**src/acdr_consts.svh**
```systemverilog
// Constants of the sensor output data register bank: addresses, field
// positions, widths and reset values.
// Assumes inclusion by its bare name from the package alone.
`ifndef ACDR_CONSTS_SVH
`define ACDR_CONSTS_SVH

// -----------------------------------------------------------------------------
// Register addresses
// -----------------------------------------------------------------------------
`define ACDR_ADDR_STATUS_A   8'h00
`define ACDR_ADDR_X_HI8      8'h01
`define ACDR_ADDR_Y_HI8      8'h02
`define ACDR_ADDR_Z_HI8      8'h03
`define ACDR_ADDR_STATUS_B   8'h04
`define ACDR_ADDR_X_LO       8'h05
`define ACDR_ADDR_X_HI12     8'h06
`define ACDR_ADDR_Y_LO       8'h07
`define ACDR_ADDR_Y_HI12     8'h08
`define ACDR_ADDR_Z_LO       8'h09
`define ACDR_ADDR_Z_HI12     8'h0A
`define ACDR_ADDR_STATUS_C   8'h0B
`define ACDR_ADDR_X_DELTA    8'h0C
`define ACDR_ADDR_Y_DELTA    8'h0D
`define ACDR_ADDR_Z_DELTA    8'h0E

// -----------------------------------------------------------------------------
// Field layout and reset values
// -----------------------------------------------------------------------------
`define ACDR_SAMPLE_W        12
`define ACDR_HI_MSB          11
`define ACDR_HI_LSB          4
`define ACDR_LO_MSB          3
`define ACDR_ZERO_BYTE       8'h00
`define ACDR_ZERO_NIBBLE     4'h0
`define ACDR_RST_ADDR        8'h00
`define ACDR_ADDR_STEP       8'h01
`define ACDR_BYTES_PER_8BIT  3'h3
`define ACDR_BYTES_PER_12BIT 3'h6
`define ACDR_FIFO_DEPTH      32
`define ACDR_FIFO_CNT_W      6

`endif

```
**src/acdr_pkg.sv**
```systemverilog
// Types shared by the sensor output data register bank.
// Assumes the constants header sits in the same folder.
`default_nettype none

package acdr_pkg;

	`include "acdr_consts.svh"

	// -------------------------------------------------------------------------
	// Carriers
	// -------------------------------------------------------------------------
	// One three-axis 12-bit two's complement sample.
	typedef struct packed {
		logic [`ACDR_SAMPLE_W-1:0] z;
		logic [`ACDR_SAMPLE_W-1:0] y;
		logic [`ACDR_SAMPLE_W-1:0] x;
	} acdr_sample_type;

	// One three-axis 8-bit high-pass delta set.
	typedef struct packed {
		logic [7:0] z;
		logic [7:0] y;
		logic [7:0] x;
	} acdr_delta_type;

	// Data status byte, laid out exactly as it is read.
	typedef struct packed {
		logic       all_axes_overwrite_flag;
		logic [2:0] overwrite_flag;
		logic       all_axes_ready_flag;
		logic [2:0] ready_flag;
	} acdr_status_type;

endpackage

`default_nettype wire

```
**src/acdr_output_regs.sv**
```systemverilog
// Read-only output data register bank of a three-axis sensor: data status,
// 8-bit and 12-bit sample registers, buffer head redirection, delta registers.
// Assumes a serial slave front end that loads the register pointer, requests
// one byte per host read and reports stop conditions, all on sys_clk_i.
//
// Functional notes
// - Buffer output off: all three status aliases read the live data status.
// - Buffer output on: first two aliases read buffer status; third reads delta status.
// - Status byte: overwrite all/Z/Y/X in bits 7..4, ready all/Z/Y/X in 3..0.
// - Combined overwrite sets on unread set replaced; clears after all active high bytes read.
// - Axis overwrite sets when unread sample replaced; clears on its high byte read.
// - Combined ready sets on new enabled sample; clears after all enabled high bytes read.
// - Axis ready sets on new sample; clears on its high byte read.
// - Axis flags are generated only while that axis flag enable is one.
// - Combined flags are generated only while all three axis enables are one.
// - Samples are 12-bit; high byte holds bits 11..4, low byte bits 3..0.
// - Status then X, Y, Z high bytes sit at consecutive addresses for 4-byte bursts.
// - Status then X, Y, Z low/high pairs sit consecutively for 7-byte bursts.
// - Buffer output on: sample registers present the buffer head, 8- and 12-bit.
// - Buffer 8-bit reads at the X high byte address, 12-bit at X low address.
// - Buffer output on: other sample data addresses read zero.
// - Delta registers hold 8-bit high-pass data, updated whatever the buffer setting.
// - High-pass cutoff comes from the cutoff configuration register.
// - All status flags come out of reset cleared.
// - Auto-increment only during bursts; the pointer is discarded on stop.
// - Status and sample registers reset on standby to active transition.
// - Each buffer byte read returns the next byte of the oldest sample; reading its last byte consumes it.
`timescale 1ns/1ps
`default_nettype none

module acdr_output_regs
	import acdr_pkg::*;
#(
	parameter int FIFO_DEPTH = `ACDR_FIFO_DEPTH,
	parameter int FIFO_CNT_W = `ACDR_FIFO_CNT_W
)
(
	// Clock and reset.
	input  wire logic                  sys_clk_i,
	input  wire logic                  arst_n_i,
	// Configuration from the surrounding register file.
	input  wire logic                  buffer_output_enable_i,
	input  wire logic [2:0]            flag_gen_enable_i,
	input  wire logic [7:0]            hp_cutoff_cfg_i,
	input  wire logic                  device_active_i,
	// Real-time sample and delta streams.
	input  wire logic                  sample_valid_i,
	input  wire acdr_sample_type       sample_i,
	input  wire logic                  delta_valid_i,
	input  wire acdr_delta_type        delta_i,
	input  wire logic [7:0]            delta_status_i,
	// Sample buffer head.
	input  wire logic [7:0]            buffer_status_i,
	input  wire logic [FIFO_CNT_W-1:0] buffer_count_i,
	input  wire acdr_sample_type       buffer_head_i,
	output logic                       buffer_pop_o,
	// Register read port from the serial slave.
	input  wire logic                  addr_load_i,
	input  wire logic [7:0]            addr_i,
	input  wire logic                  rd_req_i,
	input  wire logic                  stop_i,
	output logic [7:0]                 rd_data_o,
	output logic                       rd_valid_o,
	// Filter setting and live status.
	output logic [7:0]                 hp_cutoff_o,
	output acdr_status_type            status_o
);

	// -------------------------------------------------------------------------
	// Helper functions
	// -------------------------------------------------------------------------

	// High byte of a 12-bit sample.
	function automatic logic [7:0] high_byte(input logic [`ACDR_SAMPLE_W-1:0] v);
		high_byte = v[`ACDR_HI_MSB:`ACDR_HI_LSB];
	endfunction

	// Low byte of a 12-bit sample, upper nibble zero.
	function automatic logic [7:0] low_byte(input logic [`ACDR_SAMPLE_W-1:0] v);
		low_byte = {`ACDR_ZERO_NIBBLE, v[`ACDR_LO_MSB:0]};
	endfunction

	// Auto-increment successor of a register address.
	function automatic logic [7:0] next_addr(input logic [7:0] a, input logic fde);
		unique case (a)
			`ACDR_ADDR_X_HI8:   next_addr = fde ? `ACDR_ADDR_X_HI8 : `ACDR_ADDR_Y_HI8;
			`ACDR_ADDR_Z_HI8:   next_addr = `ACDR_ADDR_STATUS_A;
			`ACDR_ADDR_X_LO:    next_addr = fde ? `ACDR_ADDR_X_LO : `ACDR_ADDR_X_HI12;
			`ACDR_ADDR_Z_HI12:  next_addr = `ACDR_ADDR_STATUS_B;
			`ACDR_ADDR_Z_DELTA: next_addr = `ACDR_ADDR_STATUS_C;
			default:            next_addr = a + `ACDR_ADDR_STEP;
		endcase
	endfunction

	// -------------------------------------------------------------------------
	// Storage and decoded events
	// -------------------------------------------------------------------------
	logic                  active_prev_reg;
	acdr_sample_type       sample_reg;
	acdr_delta_type        delta_reg;
	acdr_status_type       status_reg;
	acdr_status_type       status_next;
	logic [2:0]            hi_read_reg;
	logic [2:0]            hi_read_next;
	logic [7:0]            addr_reg;
	logic [2:0]            byte_idx_reg;
	logic [7:0]            rd_data_reg;
	logic                  rd_valid_reg;
	logic                  pop_reg;
	logic [7:0]            cutoff_reg;
	logic                  go_active;
	logic                  fde;
	logic [2:0]            new_axis;
	logic                  new_set;
	logic [2:0]            hi_hit;
	logic                  all_done;
	logic                  buf_8bit_rd;
	logic                  buf_12bit_rd;
	logic                  buf_has_data;
	logic                  buf_last;
	logic [7:0]            rd_value;
	logic [7:0]            buf_byte;

	// Standby to active edge and data-event qualifiers.
	assign go_active   = device_active_i & ~active_prev_reg;
	assign fde         = buffer_output_enable_i;
	assign new_axis    = {3{sample_valid_i}} & flag_gen_enable_i;
	assign new_set     = sample_valid_i & (&flag_gen_enable_i);

	// High byte reads of the live registers clear their axis flags.
	assign hi_hit[0] = rd_req_i & ~fde & ((addr_reg == `ACDR_ADDR_X_HI8) | (addr_reg == `ACDR_ADDR_X_HI12));
	assign hi_hit[1] = rd_req_i & ~fde & ((addr_reg == `ACDR_ADDR_Y_HI8) | (addr_reg == `ACDR_ADDR_Y_HI12));
	assign hi_hit[2] = rd_req_i & ~fde & ((addr_reg == `ACDR_ADDR_Z_HI8) | (addr_reg == `ACDR_ADDR_Z_HI12));

	// Every enabled axis has had its high byte read since the last sample.
	assign all_done = &((hi_read_reg | hi_hit) | ~flag_gen_enable_i);

	// Buffer reads go through the X addresses only.
	assign buf_8bit_rd  = rd_req_i & fde & (addr_reg == `ACDR_ADDR_X_HI8);
	assign buf_12bit_rd = rd_req_i & fde & (addr_reg == `ACDR_ADDR_X_LO);
	assign buf_has_data = (buffer_count_i != '0);
	assign buf_last     = (byte_idx_reg + 3'h1 >= (buf_12bit_rd ? `ACDR_BYTES_PER_12BIT : `ACDR_BYTES_PER_8BIT));

	// -------------------------------------------------------------------------
	// Standby to active edge detector
	// -------------------------------------------------------------------------
	always_ff @(posedge sys_clk_i or negedge arst_n_i)
	begin
		if (!arst_n_i)
			active_prev_reg <= 1'b1; // Seen as active, so release gives no false edge.
		else
			active_prev_reg <= device_active_i;
	end

	// -------------------------------------------------------------------------
	// Real-time sample registers
	// -------------------------------------------------------------------------
	// A new sample replaces the held one in the cycle it is offered.
	always_ff @(posedge sys_clk_i or negedge arst_n_i)
	begin
		if (!arst_n_i)
			sample_reg <= '0;
		else if (go_active)
			sample_reg <= '0;
		else if (sample_valid_i)
			sample_reg <= sample_i;
	end

	// -------------------------------------------------------------------------
	// Delta registers and filter setting
	// -------------------------------------------------------------------------
	// Deltas follow the filter regardless of the buffer output setting.
	always_ff @(posedge sys_clk_i or negedge arst_n_i)
	begin
		if (!arst_n_i)
			delta_reg <= '0;
		else if (delta_valid_i)
			delta_reg <= delta_i;
	end

	// The cutoff choice is handed to the filter from a flop.
	always_ff @(posedge sys_clk_i or negedge arst_n_i)
	begin
		if (!arst_n_i)
			cutoff_reg <= `ACDR_ZERO_BYTE;
		else
			cutoff_reg <= hp_cutoff_cfg_i;
	end

	// -------------------------------------------------------------------------
	// Status flags
	// -------------------------------------------------------------------------
	// Set wins over clear, so a sample landing on a clearing read is kept.
	always_comb
	begin
		status_next  = status_reg;
		hi_read_next = sample_valid_i ? 3'h0 : (hi_read_reg | hi_hit);
		for (int i = 0; i < 3; i++)
		begin
			if (hi_hit[i])
			begin
				status_next.ready_flag[i]     = 1'b0;
				status_next.overwrite_flag[i] = 1'b0;
			end
			if (new_axis[i])
			begin
				status_next.overwrite_flag[i] = status_reg.ready_flag[i] & ~hi_hit[i];
				status_next.ready_flag[i]     = 1'b1;
			end
		end
		if (all_done)
		begin
			status_next.all_axes_ready_flag     = 1'b0;
			status_next.all_axes_overwrite_flag = 1'b0;
		end
		if (new_set)
		begin
			status_next.all_axes_overwrite_flag = status_reg.all_axes_ready_flag & ~all_done;
			status_next.all_axes_ready_flag     = 1'b1;
		end
	end

	// Flag storage, cleared at reset and on entry to active operation.
	always_ff @(posedge sys_clk_i or negedge arst_n_i)
	begin
		if (!arst_n_i)
		begin
			status_reg  <= '0;
			hi_read_reg <= 3'h0;
		end
		else if (go_active)
		begin
			status_reg  <= '0;
			hi_read_reg <= 3'h0;
		end
		else
		begin
			status_reg  <= status_next;
			hi_read_reg <= hi_read_next;
		end
	end

	// -------------------------------------------------------------------------
	// Buffer head byte selection
	// -------------------------------------------------------------------------
	// Oldest sample byte by position within the sample; empty buffer reads zero.
	always_comb
	begin
		buf_byte = `ACDR_ZERO_BYTE;
		if (buf_has_data & buf_12bit_rd)
		begin
			unique case (byte_idx_reg)
				3'h0:    buf_byte = low_byte(buffer_head_i.x);
				3'h1:    buf_byte = high_byte(buffer_head_i.x);
				3'h2:    buf_byte = low_byte(buffer_head_i.y);
				3'h3:    buf_byte = high_byte(buffer_head_i.y);
				3'h4:    buf_byte = low_byte(buffer_head_i.z);
				3'h5:    buf_byte = high_byte(buffer_head_i.z);
				default: buf_byte = `ACDR_ZERO_BYTE;
			endcase
		end
		else if (buf_has_data)
		begin
			unique case (byte_idx_reg)
				3'h0:    buf_byte = high_byte(buffer_head_i.x);
				3'h1:    buf_byte = high_byte(buffer_head_i.y);
				3'h2:    buf_byte = high_byte(buffer_head_i.z);
				default: buf_byte = `ACDR_ZERO_BYTE;
			endcase
		end
	end

	// -------------------------------------------------------------------------
	// Read data multiplexer
	// -------------------------------------------------------------------------
	// Status aliases and sample addresses change meaning with buffer output.
	always_comb
	begin
		rd_value = `ACDR_ZERO_BYTE;
		unique case (addr_reg)
			`ACDR_ADDR_STATUS_A,
			`ACDR_ADDR_STATUS_B: rd_value = fde ? buffer_status_i : status_reg;
			`ACDR_ADDR_STATUS_C: rd_value = fde ? delta_status_i : status_reg;
			`ACDR_ADDR_X_HI8:    rd_value = fde ? buf_byte : high_byte(sample_reg.x);
			`ACDR_ADDR_Y_HI8:    rd_value = fde ? `ACDR_ZERO_BYTE : high_byte(sample_reg.y);
			`ACDR_ADDR_Z_HI8:    rd_value = fde ? `ACDR_ZERO_BYTE : high_byte(sample_reg.z);
			`ACDR_ADDR_X_LO:     rd_value = fde ? buf_byte : low_byte(sample_reg.x);
			`ACDR_ADDR_X_HI12:   rd_value = fde ? `ACDR_ZERO_BYTE : high_byte(sample_reg.x);
			`ACDR_ADDR_Y_LO:     rd_value = fde ? `ACDR_ZERO_BYTE : low_byte(sample_reg.y);
			`ACDR_ADDR_Y_HI12:   rd_value = fde ? `ACDR_ZERO_BYTE : high_byte(sample_reg.y);
			`ACDR_ADDR_Z_LO:     rd_value = fde ? `ACDR_ZERO_BYTE : low_byte(sample_reg.z);
			`ACDR_ADDR_Z_HI12:   rd_value = fde ? `ACDR_ZERO_BYTE : high_byte(sample_reg.z);
			`ACDR_ADDR_X_DELTA:  rd_value = delta_reg.x;
			`ACDR_ADDR_Y_DELTA:  rd_value = delta_reg.y;
			`ACDR_ADDR_Z_DELTA:  rd_value = delta_reg.z;
			default:             rd_value = `ACDR_ZERO_BYTE;
		endcase
	end

	// -------------------------------------------------------------------------
	// Register pointer
	// -------------------------------------------------------------------------
	// Loaded by the address phase, stepped per burst byte, dropped on stop.
	always_ff @(posedge sys_clk_i or negedge arst_n_i)
	begin
		if (!arst_n_i)
			addr_reg <= `ACDR_RST_ADDR;
		else if (stop_i)
			addr_reg <= `ACDR_RST_ADDR;
		else if (addr_load_i)
			addr_reg <= addr_i;
		else if (rd_req_i)
			addr_reg <= next_addr(addr_reg, fde);
	end

	// -------------------------------------------------------------------------
	// Buffer byte position and consumption
	// -------------------------------------------------------------------------
	// A sample leaves the buffer once its last byte has been read.
	always_ff @(posedge sys_clk_i or negedge arst_n_i)
	begin
		if (!arst_n_i)
		begin
			byte_idx_reg <= 3'h0;
			pop_reg      <= 1'b0;
		end
		else
		begin
			pop_reg <= 1'b0;
			if (stop_i | addr_load_i)
				byte_idx_reg <= 3'h0;
			else if ((buf_8bit_rd | buf_12bit_rd) & buf_has_data)
			begin
				byte_idx_reg <= buf_last ? 3'h0 : byte_idx_reg + 3'h1;
				pop_reg      <= buf_last;
			end
		end
	end

	// -------------------------------------------------------------------------
	// Read answer
	// -------------------------------------------------------------------------
	// One byte answers each request in the following cycle.
	always_ff @(posedge sys_clk_i or negedge arst_n_i)
	begin
		if (!arst_n_i)
		begin
			rd_data_reg  <= `ACDR_ZERO_BYTE;
			rd_valid_reg <= 1'b0;
		end
		else
		begin
			rd_valid_reg <= rd_req_i;
			if (rd_req_i)
				rd_data_reg <= rd_value;
		end
	end

	// Every output comes straight from its flop.
	assign rd_data_o    = rd_data_reg;
	assign rd_valid_o   = rd_valid_reg;
	assign buffer_pop_o = pop_reg;
	assign hp_cutoff_o  = cutoff_reg;
	assign status_o     = status_reg;

endmodule

`default_nettype wire

```
**config.mk**
```make
export PLATFORM = sky130hd
export DESIGN_NAME = acdr_output_regs
export DESIGN_NICKNAME = d
export VERILOG_FILES = /design/src/acdr_pkg.sv /design/src/acdr_output_regs.sv
export VERILOG_INCLUDE_DIRS = /design/src
export SDC_FILE = /design/constraint.sdc
export NUM_CORES = 1
export LEC_CHECK = 0
export ABC_CLOCK_PERIOD_IN_PS = 3520
export BUFFER_PORTS_ARGS = -buffer_cell sky130_fd_sc_hd__buf_2
export CORE_MARGIN = 2
export CORE_UTILIZATION = 30
export DETAILED_ROUTE_END_ITERATION = 6
export RECOVER_POWER = 50
export SYNTH_ARGS = -nofsm -noshare
export SYNTH_HDL_FRONTEND = slang
export SYNTH_SLANG_ARGS = --single-unit
```
**constraint.sdc**
```tcl
create_clock -name sys_clk_i -period 3.52 [get_ports sys_clk_i]
set_clock_uncertainty 0.1 [all_clocks]
set_input_delay 0.176 -clock sys_clk_i [delete_from_list [all_inputs] [get_ports sys_clk_i]]
set_output_delay 0.176 -clock sys_clk_i [all_outputs]
set_load 0.005 [all_outputs]
```
Word level (Yosys, flattened, before mapping)
Index checks and enable logic that the tools add are counted.
{"block": "op_classes", "n_addsub": 2, "magnitude_cmp": 1, "n_eq_ne": 19, "mux": 43, "bitwise": 30, "reduce_logical": 15}
{"op": "8-bit 2-to-1 mux", "count": 13}
{"op": "8-bit one-hot mux with 12 select lines", "count": 1}
{"op": "36-bit 2-to-1 mux", "count": 2}
{"op": "8-bit by 4-bit equality test with 1-bit output, second input constant", "count": 7}
{"op": "8-bit one-hot mux with 6 select lines", "count": 1}
{"op": "8-bit one-hot mux with 5 select lines", "count": 1}
{"op": "8-bit by 3-bit equality test with 1-bit output, second input constant", "count": 4}
{"op": "8-bit one-hot mux with 3 select lines", "count": 1}
{"op": "3-bit 2-to-1 mux", "count": 6}
{"op": "8-bit by 2-bit equality test with 1-bit output, second input constant", "count": 2}
{"op": "1-bit bitwise AND", "count": 15}
{"op": "3-bit nonzero test", "count": 5}
{"op": "1-bit 2-to-1 mux", "count": 14}
{"op": "8-bit by 1-bit adder with 8-bit output, second input constant", "count": 1}
{"op": "8-bit by 1-bit equality test with 1-bit output, second input constant", "count": 1}
{"op": "8-bit zero test", "count": 1}
{"op": "4-bit 2-to-1 mux", "count": 2}
{"op": "3-bit by 2-bit equality test with 1-bit output, second input constant", "count": 2}
{"op": "3-bit equality test, second input constant", "count": 2}
{"op": "1-bit inverter", "count": 6}
{"op": "3-bit bitwise OR", "count": 2}
{"op": "3-bit AND reduction", "count": 2}
{"op": "6-bit nonzero test", "count": 1}
{"op": "2-bit OR reduction", "count": 3}
{"op": "9 further kinds", "count": 15}
{"block": "totals", "reg_bits": 101, "out_inout_bits": 26, "word_cells": 132}

Depth between registers and ports, before layout
Gate-level depths: netlist (run 1).
{"block": "logic_depth", "word_depth": 10, "depth_mapped": 10, "mapped_depth_nobuf": 9}

Worst setup path before layout (run 1)
Ideal clock, no wire load.
{"block": "synth_path", "path_kind": "register to register", "start": "register byte_idx_reg[2]", "end": "register rd_data_reg[3], in the netlist rd_data_o[3]", "arrival_ps": 2351, "t_required_ps": 3294, "slack_ps": 943, "path_stages_with_launch": 10, "path_buffers": 3, "path_cell_list": "dfrtp_1 > buf_2 > buf_1 > inv_1 > ha_1 > buf_1 > or4_1 > nand3_1 > o32ai_1 > o32a_1"}
{"block": "synth_between", "elab_chain_len": 6}
{"element": "start, declared", "line": "acdr_output_regs.sv:106", "text": "logic [2:0] byte_idx_reg;"}
{"element": "start signal, assigned", "line": "acdr_output_regs.sv:334", "text": "byte_idx_reg <= buf_last ? 3'h0 : byte_idx_reg + 3'h1;"}
{"element": "3-bit by 2-bit equality test with 1-bit output (tied with other cells)", "line": "acdr_output_regs.sv:252, acdr_output_regs.sv:264"}
{"element": "8-bit one-hot mux with 3 select lines", "line": "acdr_output_regs.sv:264", "text": "unique case (byte_idx_reg)"}
{"element": "8-bit 2-to-1 mux", "line": "acdr_output_regs.sv:262", "text": "else if (buf_has_data)"}
{"element": "8-bit 2-to-1 mux (*)", "line": "acdr_output_regs.sv:250", "text": "if (buf_has_data & buf_12bit_rd)"}
{"element": "8-bit 2-to-1 mux (on tied branches)", "line": "acdr_output_regs.sv:287, acdr_output_regs.sv:284"}
{"element": "8-bit one-hot mux with 12 select lines (*)", "line": "acdr_output_regs.sv:280", "text": "unique case (addr_reg)"}
{"element": "end signal, assigned", "line": "acdr_output_regs.sv:348", "text": "rd_data_reg <= `ACDR_ZERO_BYTE;"}
{"element": "end signal, assigned", "line": "acdr_output_regs.sv:355", "text": "rd_data_reg <= rd_value;"}
{"element": "end, declared", "line": "acdr_output_regs.sv:107", "text": "logic [7:0] rd_data_reg;"}
Every way passes the cells marked *; elsewhere a longest branch is shown, timed or not.
A chain may end at the register's enable or synchronous reset.

Worst setup path in the final report (run 1)
{"block": "layout_path", "start": "register addr_reg[0]", "end": "register status_reg (netlist bit status_o[7])"}
{"block": "layout_between", "elab_chain_len": 10}
{"element": "start, declared", "line": "acdr_output_regs.sv:105", "text": "logic [7:0] addr_reg;"}
{"element": "start signal, assigned", "line": "acdr_output_regs.sv:307", "text": "addr_reg <= `ACDR_RST_ADDR;"}
{"element": "start signal, assigned", "line": "acdr_output_regs.sv:309", "text": "addr_reg <= `ACDR_RST_ADDR;"}
{"element": "start signal, assigned", "line": "acdr_output_regs.sv:311", "text": "addr_reg <= addr_i;"}
{"element": "8-bit by 1-bit equality test with 1-bit output (tied with other cells)"}
{"element": "1-bit bitwise OR (on tied branches)", "line": "acdr_output_regs.sv:131, acdr_output_regs.sv:132, acdr_output_regs.sv:133"}
{"element": "1-bit bitwise AND (on tied branches)", "line": "acdr_output_regs.sv:131, acdr_output_regs.sv:132, acdr_output_regs.sv:133"}
{"element": "3-bit bitwise OR (*) (2 in a row)", "line": "acdr_output_regs.sv:136", "text": "assign all_done = &((hi_read_reg | hi_hit) | ~flag_gen_enable_i);"}
{"element": "3-bit AND reduction (*)", "line": "acdr_output_regs.sv:136"}
{"element": "1-bit inverter", "line": "acdr_output_regs.sv:218", "text": "status_next.all_axes_overwrite_flag = status_reg.all_axes_ready_flag & ~all_done;"}
{"element": "1-bit bitwise AND", "line": "acdr_output_regs.sv:218"}
{"element": "1-bit 2-to-1 mux", "line": "acdr_output_regs.sv:216", "text": "if (new_set)"}
{"element": "8-bit 2-to-1 mux", "line": "acdr_output_regs.sv:231", "text": "else if (go_active)"}
{"element": "end signal, assigned", "line": "acdr_output_regs.sv:238", "text": "status_reg <= status_next;"}
{"element": "end, declared", "line": "acdr_output_regs.sv:101", "text": "acdr_status_type status_reg;"}
Marks and branches as above.

==> metrics.md, run 1 <==
| Metric | Value |
|---|---|
| Yosys top cell area share | a little over two fifths |
| Min-delay worst type | in2reg |
| Worst Path Class, Setup | reg2reg |
| Critical Path AT | 2.91 ns |
| Final Hold Viols | 0 |
| Fin util | a little over two fifths |
| Clock Latency Late Sink | ~0.36 ns |
| Post-DRT Antenna Nets | 0 |
| Port Buffers | 171 |
| Setup Fix Bufs, Post-CTS | 0 |
| Synth unique cells | 65 |
| CTS tree | built |
| Most common cell in the netlist | dfrtp_1 |
| Failing checks | design-rule violations, max-capacitance violations, max-slew violations |
| Largest net degree at the start of global routing | 48 |
| Core box area | about 0.019 mm² |
| Crit path capture type | flip-flop |
| Max-Cap Viols | 1 |
| Final #Nets | 945 |
| Total power | 3190 µW |
| Area post-placement | approximately 0.007 mm² |
| Relative slew margins | -27.2% |
| Origin of the worst min-delay path | stop_i |
| GP Congestion | 0.861 |
| Hold worst-path end | addr_reg[5] |
| Root cell of the clock tree | clkbuf_16 |
| Via density | 5.23 |
| Max reg flops | 36 |
| Mapped Area | 0.00580 mm² |
| Post-synthesis cell count | 569 |
| CTS buffer count | 9 |
| Synth cell count leaders | dfrtp_1 (100), nor2_1 (52), mux2i_1 (47), mux2_2 (45), nand2_1 (39) |
| Dominant cell type by area after synthesis | dfrtp_1 |
| Area Growth Syn to Fin | 36.0% |
| CP delay by family, top | compound AO/OA/AOI/OAI gates |
| RSZ-0062 raised after global routing | no |
| Clk sinks | 101 |
| Sequential area share after synthesis | 43.6% |
| Result of the run | finished with violations |
| Worst R2R Start | addr_reg[0] |
| WP data required | between 3 and 4 ns |
| Post-synth EDFFs | 0 |
| Detailed Place HPWL | 14400 µm |
| Total Wirelength | 19700 µm |
| Max incr delay on CP | roughly 0.57 ns |
| Initial DRT Pass Iterations | 7 |
| F_max | 349 MHz |
| Vias | 5502 |
| First-pass GRT wire length | 30200 µm |
| Grt total ovfl | 0 |
| Share of cells above drive strength 1 | 28.6% |
| CP startpoint kind | flip-flop |
| # rows | 50 |
| Multi-input gate area | 0.00303 mm² |
| R2R cell count | 7 |
| Synth warn | 0 |
| FF-to-FF End | status_o[7] |
| Hold path depth | 2 |
| Starting Density | between 30% and 40% |
| Clk buf depth | 2 |
| I/O Pins | 172 |
| Worst Tran Pin Value | roughly 1.9 ns |
| N_diodes | 0 |
| Slew Limit Fails | 44 |
| Leakage Power | 0.00360 µW |
| Drc violations | 2 |
| Vias in the first global route | 5621 |
| Post-synth ARST share | 100% |
| CTS HTree Levels | 3 |
| Detailed Route Iter0 Violations | between 400 and 500 |
| Flop-to-flop setup slack | 0.66 ns |
| Mapped Avg Cell Area | between 10 and 15 µm² |
| CP cell instances | inv_1 -> ha_1 -> mux2i_1 -> nor2_1 -> a31oi_1 -> a22oi_1 -> a211oi_1 |
| Post-route setup TNS | 0 ns |
| CP bufs+invs | 1 |
| Minimum clock period | 2.86 ns |
| Synth area leaders | dfrtp_1 (43%), mux2_2 (8.7%), mux2i_1 (8.1%), nor2_1 (3.4%), nand2_1 (2.5%) |
| Initial antenna violation count | 0 |
| CP Max Fanout | 16 |
| Final worst-path cycle share | 81.4% |
| Max VDD drop | 282 µV |
| Post-Syn Nets | 726 |
| Register bit count reported by yosys | approximately 100 |
| Power Dens Cells | roughly 400 mW/mm² |
| Chip height | between 100 and 150 µm |
| Die area | between 0.02 and 0.025 mm² |
| Top_reg_cell synth | dfrtp_1 |
| Crit path max-delay cell type | ha_1 |
| Filler cells | 1870 |
| Setup violations, final | 0 |
| Clock-pin slew on the worst setup and hold paths | approximately 0.070 ns |
| DR WL/cell | roughly 19 µm |
| FF/Latch Area | 0.00253 mm² |
| Total track usage | 19.3% |
| Design area | 0.00789 mm² |
| Die X | about 140 µm |
## cell usage in the layout (no fill, tap or decap), types with 6 or more instances in the layout
cell type / instances
nor3_1: 10
mux2i_1: 47
nand2b_1: 9
or4_1: 6
nand2_1: 39
nand4_1: 8
a31oi_1: 8
and3b_1: 6
nor2_1: 52
clkbuf_1: 21
a222oi_1: 12
nor2b_1: 9
a21oi_1: 21
inv_1: 11
ha_1: 11
mux2_2: 45
clkbuf_16: 9
a22oi_1: 15
dfrtp_1: 100
a22o_1: 11
and3_1: 8
o22ai_1: 8
dlygate4sd3_1: 71
a221o_1: 6
buf_2: 151
nand3_1: 15
o21ai_0: 13
buf_4: 6
## kinds of logic after synthesis
family	synth area share [%]
xor+xnor	0.151
compound gates	17.1
mux	16.8
buf+inv	4.10
flops	43.6
simple gates	15.9
fa+ha+maj	2.37
## metal layers
layer  part of all wire, %  GRT usage [%]  wire length, µm
met5                     0              0                0
met4                   2.1           5.99              415
met3                   6.9           4.49             1360
met2                    47           31.5             9270
met1                    44           25.4             8640
## final cells by class
cell class / count / area share (%)
Clock buffer: 10 / 2.90
Clock inverter: 6 / 1.70
Tap cell: 260 / 4.13
Timing Repair Buffer: 248 / 20.1
Multi-Input combinational cell: 415 / 38.5
Inverter: 13 / 0.619
Sequential cell: 101 / 32.1
## power breakdown
group / internal (µW) / leakage (µW) / switching, µW / total (µW)
clock: 769 / 0.000177 / 456 / 1220
combinational: 304 / 0.00215 / 312 / 616
sequential: 1260 / 0.00127 / 96.2 / 1350
total: 2330 / 0.00360 / 864 / 3190
## worst max-delay path by stage
| stage | end | cells past startpoint | start | slack (ns) |
|---|---|---|---|---|
| 6_report | status_o[7] | 7 | addr_reg[0] | 0.66 |
| 4_1_cts | status_o[7] | 7 | addr_reg[0] | 0.80 |
| 5_1_grt | status_o[7] | 7 | addr_reg[0] | 0.46 |
| 3_3_place_gp | rd_data_o[3] | 6 | byte_idx_reg[2] | 0.90 |
| 2_1_floorplan | rd_data_o[3] | 9 | byte_idx_reg[2] | 0.94 |
| 3_5_place_dp | rd_data_o[3] | 6 | byte_idx_reg[2] | 0.82 |
## what timing repair did
action | 4_1_cts | 5_1_grt
hold buffers | 71 | 0
hold endpoints to repair | 115 | 0
resized for setup | 0 | 0
## metrics by stage
stage	worst slack [ns]	hold WS [ns]	std cells
2_1_floorplan	0.943	-0.220	569
3_3_place_gp	0.903	0.136	966
3_5_place_dp	0.821	0.138	966
4_1_cts	0.802	0.00307	1053
5_1_grt	0.464	0.00293	1053
6_report	0.656	0.00129	1053
Power figures use the tool's default switching activity.
==> run 2: changes to the inputs <==
--- a/config.mk
+++ b/config.mk
@@ -6,7 +6,7 @@
 export SDC_FILE = /design/constraint.sdc
 export NUM_CORES = 1
 export LEC_CHECK = 0
-export ABC_CLOCK_PERIOD_IN_PS = 3520
+export ABC_CLOCK_PERIOD_IN_PS = 3000
 export BUFFER_PORTS_ARGS = -buffer_cell sky130_fd_sc_hd__buf_2
 export CORE_MARGIN = 2
 export CORE_UTILIZATION = 30
==> constraint.sdc (replaced) <==
create_clock -name sys_clk_i -period 3 [get_ports sys_clk_i]
set_clock_uncertainty 0.1 [all_clocks]
set_input_delay 0.15 -clock sys_clk_i [delete_from_list [all_inputs] [get_ports sys_clk_i]]
set_output_delay 0.15 -clock sys_clk_i [all_outputs]
set_load 0.005 [all_outputs]
==> run 2 against run 1 <==
Compared with the run above:
- the run now ends clean
- via count increased by 0.87%
- count of clock-buffer cells in the layout is the same
- global-route usage decreased by 0.37 points
- combinational power up 22%
- die area unchanged
- flip-flop and latch count did not move
- critical path depth unchanged
- power grew 7.8%
- clock power decreased by 8%
- final cell count up 1.3%
- fmax up 3.0%
==> metrics.md, run 2 (synthesis results as in run 1) <==
| Metric | Value |
|---|---|
| CP cell instances | inv_1 -> ha_1 -> mux2i_1 -> nor2_1 -> a31oi_1 -> a22oi_1 -> a211oi_1 |
| Filler cells | 1838 |
| Final worst slack | 0.219 ns |
| Post-route setup TNS | 0 ns |
| Clk buf depth | 2 |
| Max reg flops | 36 |
| Post-DRT Antenna Nets | 0 |
| P_int | 2410 µW |
| CP Max Fanout | 16 |
| Port Buffers | 171 |
| Power Dens Cells | 434 mW/mm² |
| FF-to-FF End | status_o[7] |
| Detailed Place HPWL | 14100 µm |
| Comb pwr share | 21.8% |
| FF/Latch Area | 0.00253 mm² |
| Final #Nets | 959 |
| Setup violations, final | 0 |
| Chip height | 143 µm |
| Clock Power Share | 32.5% |
| RSZ-0062 raised after global routing | no |
| Root cell of the clock tree | clkbuf_16 |
| Drc violations | 0 |
| Crit path capture type | flip-flop |
| Flop-to-flop setup slack | between 0.2 and 0.25 ns |
| Vias | roughly 5600 |
| Crit path depth | 7 |
| Area post-placement | 0.00691 mm² |
| Die area | approximately 0.020 mm² |
| Final Hold Viols | 0 |
| Total track usage | 18.9% |
| Min-delay worst type | in2reg |
| N_diodes | 0 |
| F_max | between 300 and 400 MHz |
| Worst R2R Start | addr_reg[0] |
| Max incr delay on CP | 0.59 ns |
| CTS buffer count | 9 |
| # rows | 50 |
| Sw Ratio | 29.9% |
| CTS HTree Levels | 3 |
| Clock-pin slew on the worst setup and hold paths | 0.07 ns |
| First-pass GRT wire length | a little under 30000 µm |
| Most common cell after layout, fill and taps aside | buf_2 |
| Via density | roughly 5.2 |
| R2R cell count | 7 |
| CP startpoint | addr_reg[0] |
| Detailed Route Iter0 Violations | between 500 and 600 |
| CP bufs+invs | 1 |
| Non-Filler Instances | 1067 |
| Initial DRT Pass Iterations | 7 |
| Worst Tran Pin Value | 1.45 ns |
| Leakage Power | 0.00361 µW |
| Dpl ws | around 0.29 ns |
| Initial antenna violation count | 0 |
| Core box area | 0.0188 mm² |
| WP data required | between 3 and 4 ns |
| Clk sinks | 101 |
| Starting Density | 30.8% |
| Result of the run | finished clean |
| Final worst-path cycle share | 92.7% |
| Most frequent cells in the layout | buf_2 (147), dfrtp_1 (100), dlygate4sd3_1 (78) |
| Minimum clock period | 2.78 ns |
| Cells after DPL | 973 |
| Clock Latency Late Sink | 0.36 ns |
| Critical Path AT | 2.90 ns |
| Relative slew margins | 3.55% |
| CP startpoint kind | flip-flop |
| Die X | ~140 µm |
| Total Wirelength | 19300 µm |
| Area Growth Syn to Fin | 36.7% |
| Max-Cap Viols | 0 |
| Power share of the sequential group | a little under half |
| Slew Limit Fails | 0 |
| CP delay by family, top | adder cells |
| Worst Path Class, Setup | reg2reg |
| Grt total ovfl | 0 |
| Vias in the first global route | 5421 |
| Crit path capture | status_o[7] |
| Switching Power | around 1000 µW |
| Multi-input gate area | 0.00304 mm² |
| Share of cells above drive strength 1 | ~29% |
| Largest net degree at the start of global routing | 54 |
| I/O Pins | around 170 |
| DR WL/cell | ~18 µm |
| CTS tree | built |
| Setup Fix Bufs, Post-CTS | 0 |
| Design area | 0.00793 mm² |
| Max VDD drop | 282 µV |
| GP Congestion | ~0.90 |
| Crit path max-delay cell type | ha_1 |
run 2: worst min-delay path by stage:
stage / startpoint / end / slack, ns / cells after the start
floorplan: arst_n_i / addr_reg[0] / -0.25 / 0
global placement: arst_n_i / buffer_pop_o / 0.16 / 1
detailed placement: arst_n_i / buffer_pop_o / 0.16 / 1
CTS: flag_gen_enable_i[0] / status_o[0] / 0.006 / 3
global route: flag_gen_enable_i[0] / status_o[0] / 0.03 / 3
finish: flag_gen_enable_i[0] / status_o[0] / 0.02 / 3
run 2: area by class of cell:
| type | instances | area share (%) |
|---|---|---|
| clock buffer | 10 | 2.89 |
| clock inverter | 6 | 0.584 |
| inverter | 13 | 0.615 |
| timing repair buffer | 262 | 21.6 |
| multi-input combinational | 415 | 38.3 |
| tap | 260 | 4.10 |
| sequential | 101 | 31.9 |
run 2: what timing repair did:
item / CTS / global route
hold buffers: 78 / 0
hold endpoints to repair: 128 / 0
resized for setup: 0 / 0
endpoints found under the setup margin: 0 / 0
run 2: power by group through the flow:
| stage | Combinational, µW | Sequential (µW) | Clock [µW] |
|---|---|---|---|
| final | 752 | 1570 | 1120 |
| after global routing | 824 | 1590 | 1200 |
| after CTS | 758 | 1570 | 1150 |
| after detailed placement | 675 | 1600 | 0 |
| after global placement | 674 | 1600 | 0 |
| after floorplan | 405 | 1560 | 0 |
run 2: metrics by stage:
step | utilization [%] | hold slack [ns] | power [µW]
6_report | 42.1 | 0.0182 | 3440
3_3_place_gp | 36.7 | 0.157 | 2270
5_1_grt | 42.1 | 0.0339 | 3610
4_1_cts | 42.3 | 0.00555 | 3480
3_5_place_dp | 36.7 | 0.159 | 2270
2_1_floorplan | - | -0.246 | 1960
run 2: routing by layer:
metal,track usage (%),wire length (µm),up-vias
li1,-,-,2621
met1,26.2,8400,2678
met2,29.5,8960,221
met3,3.62,1440,30
met4,6.83,448,0
met5,0,0,-
run 2: worst min-delay path, stage by stage:
cell     delay, ns
buf_2         0.13
nand2_1       0.09
a21oi_1       0.06
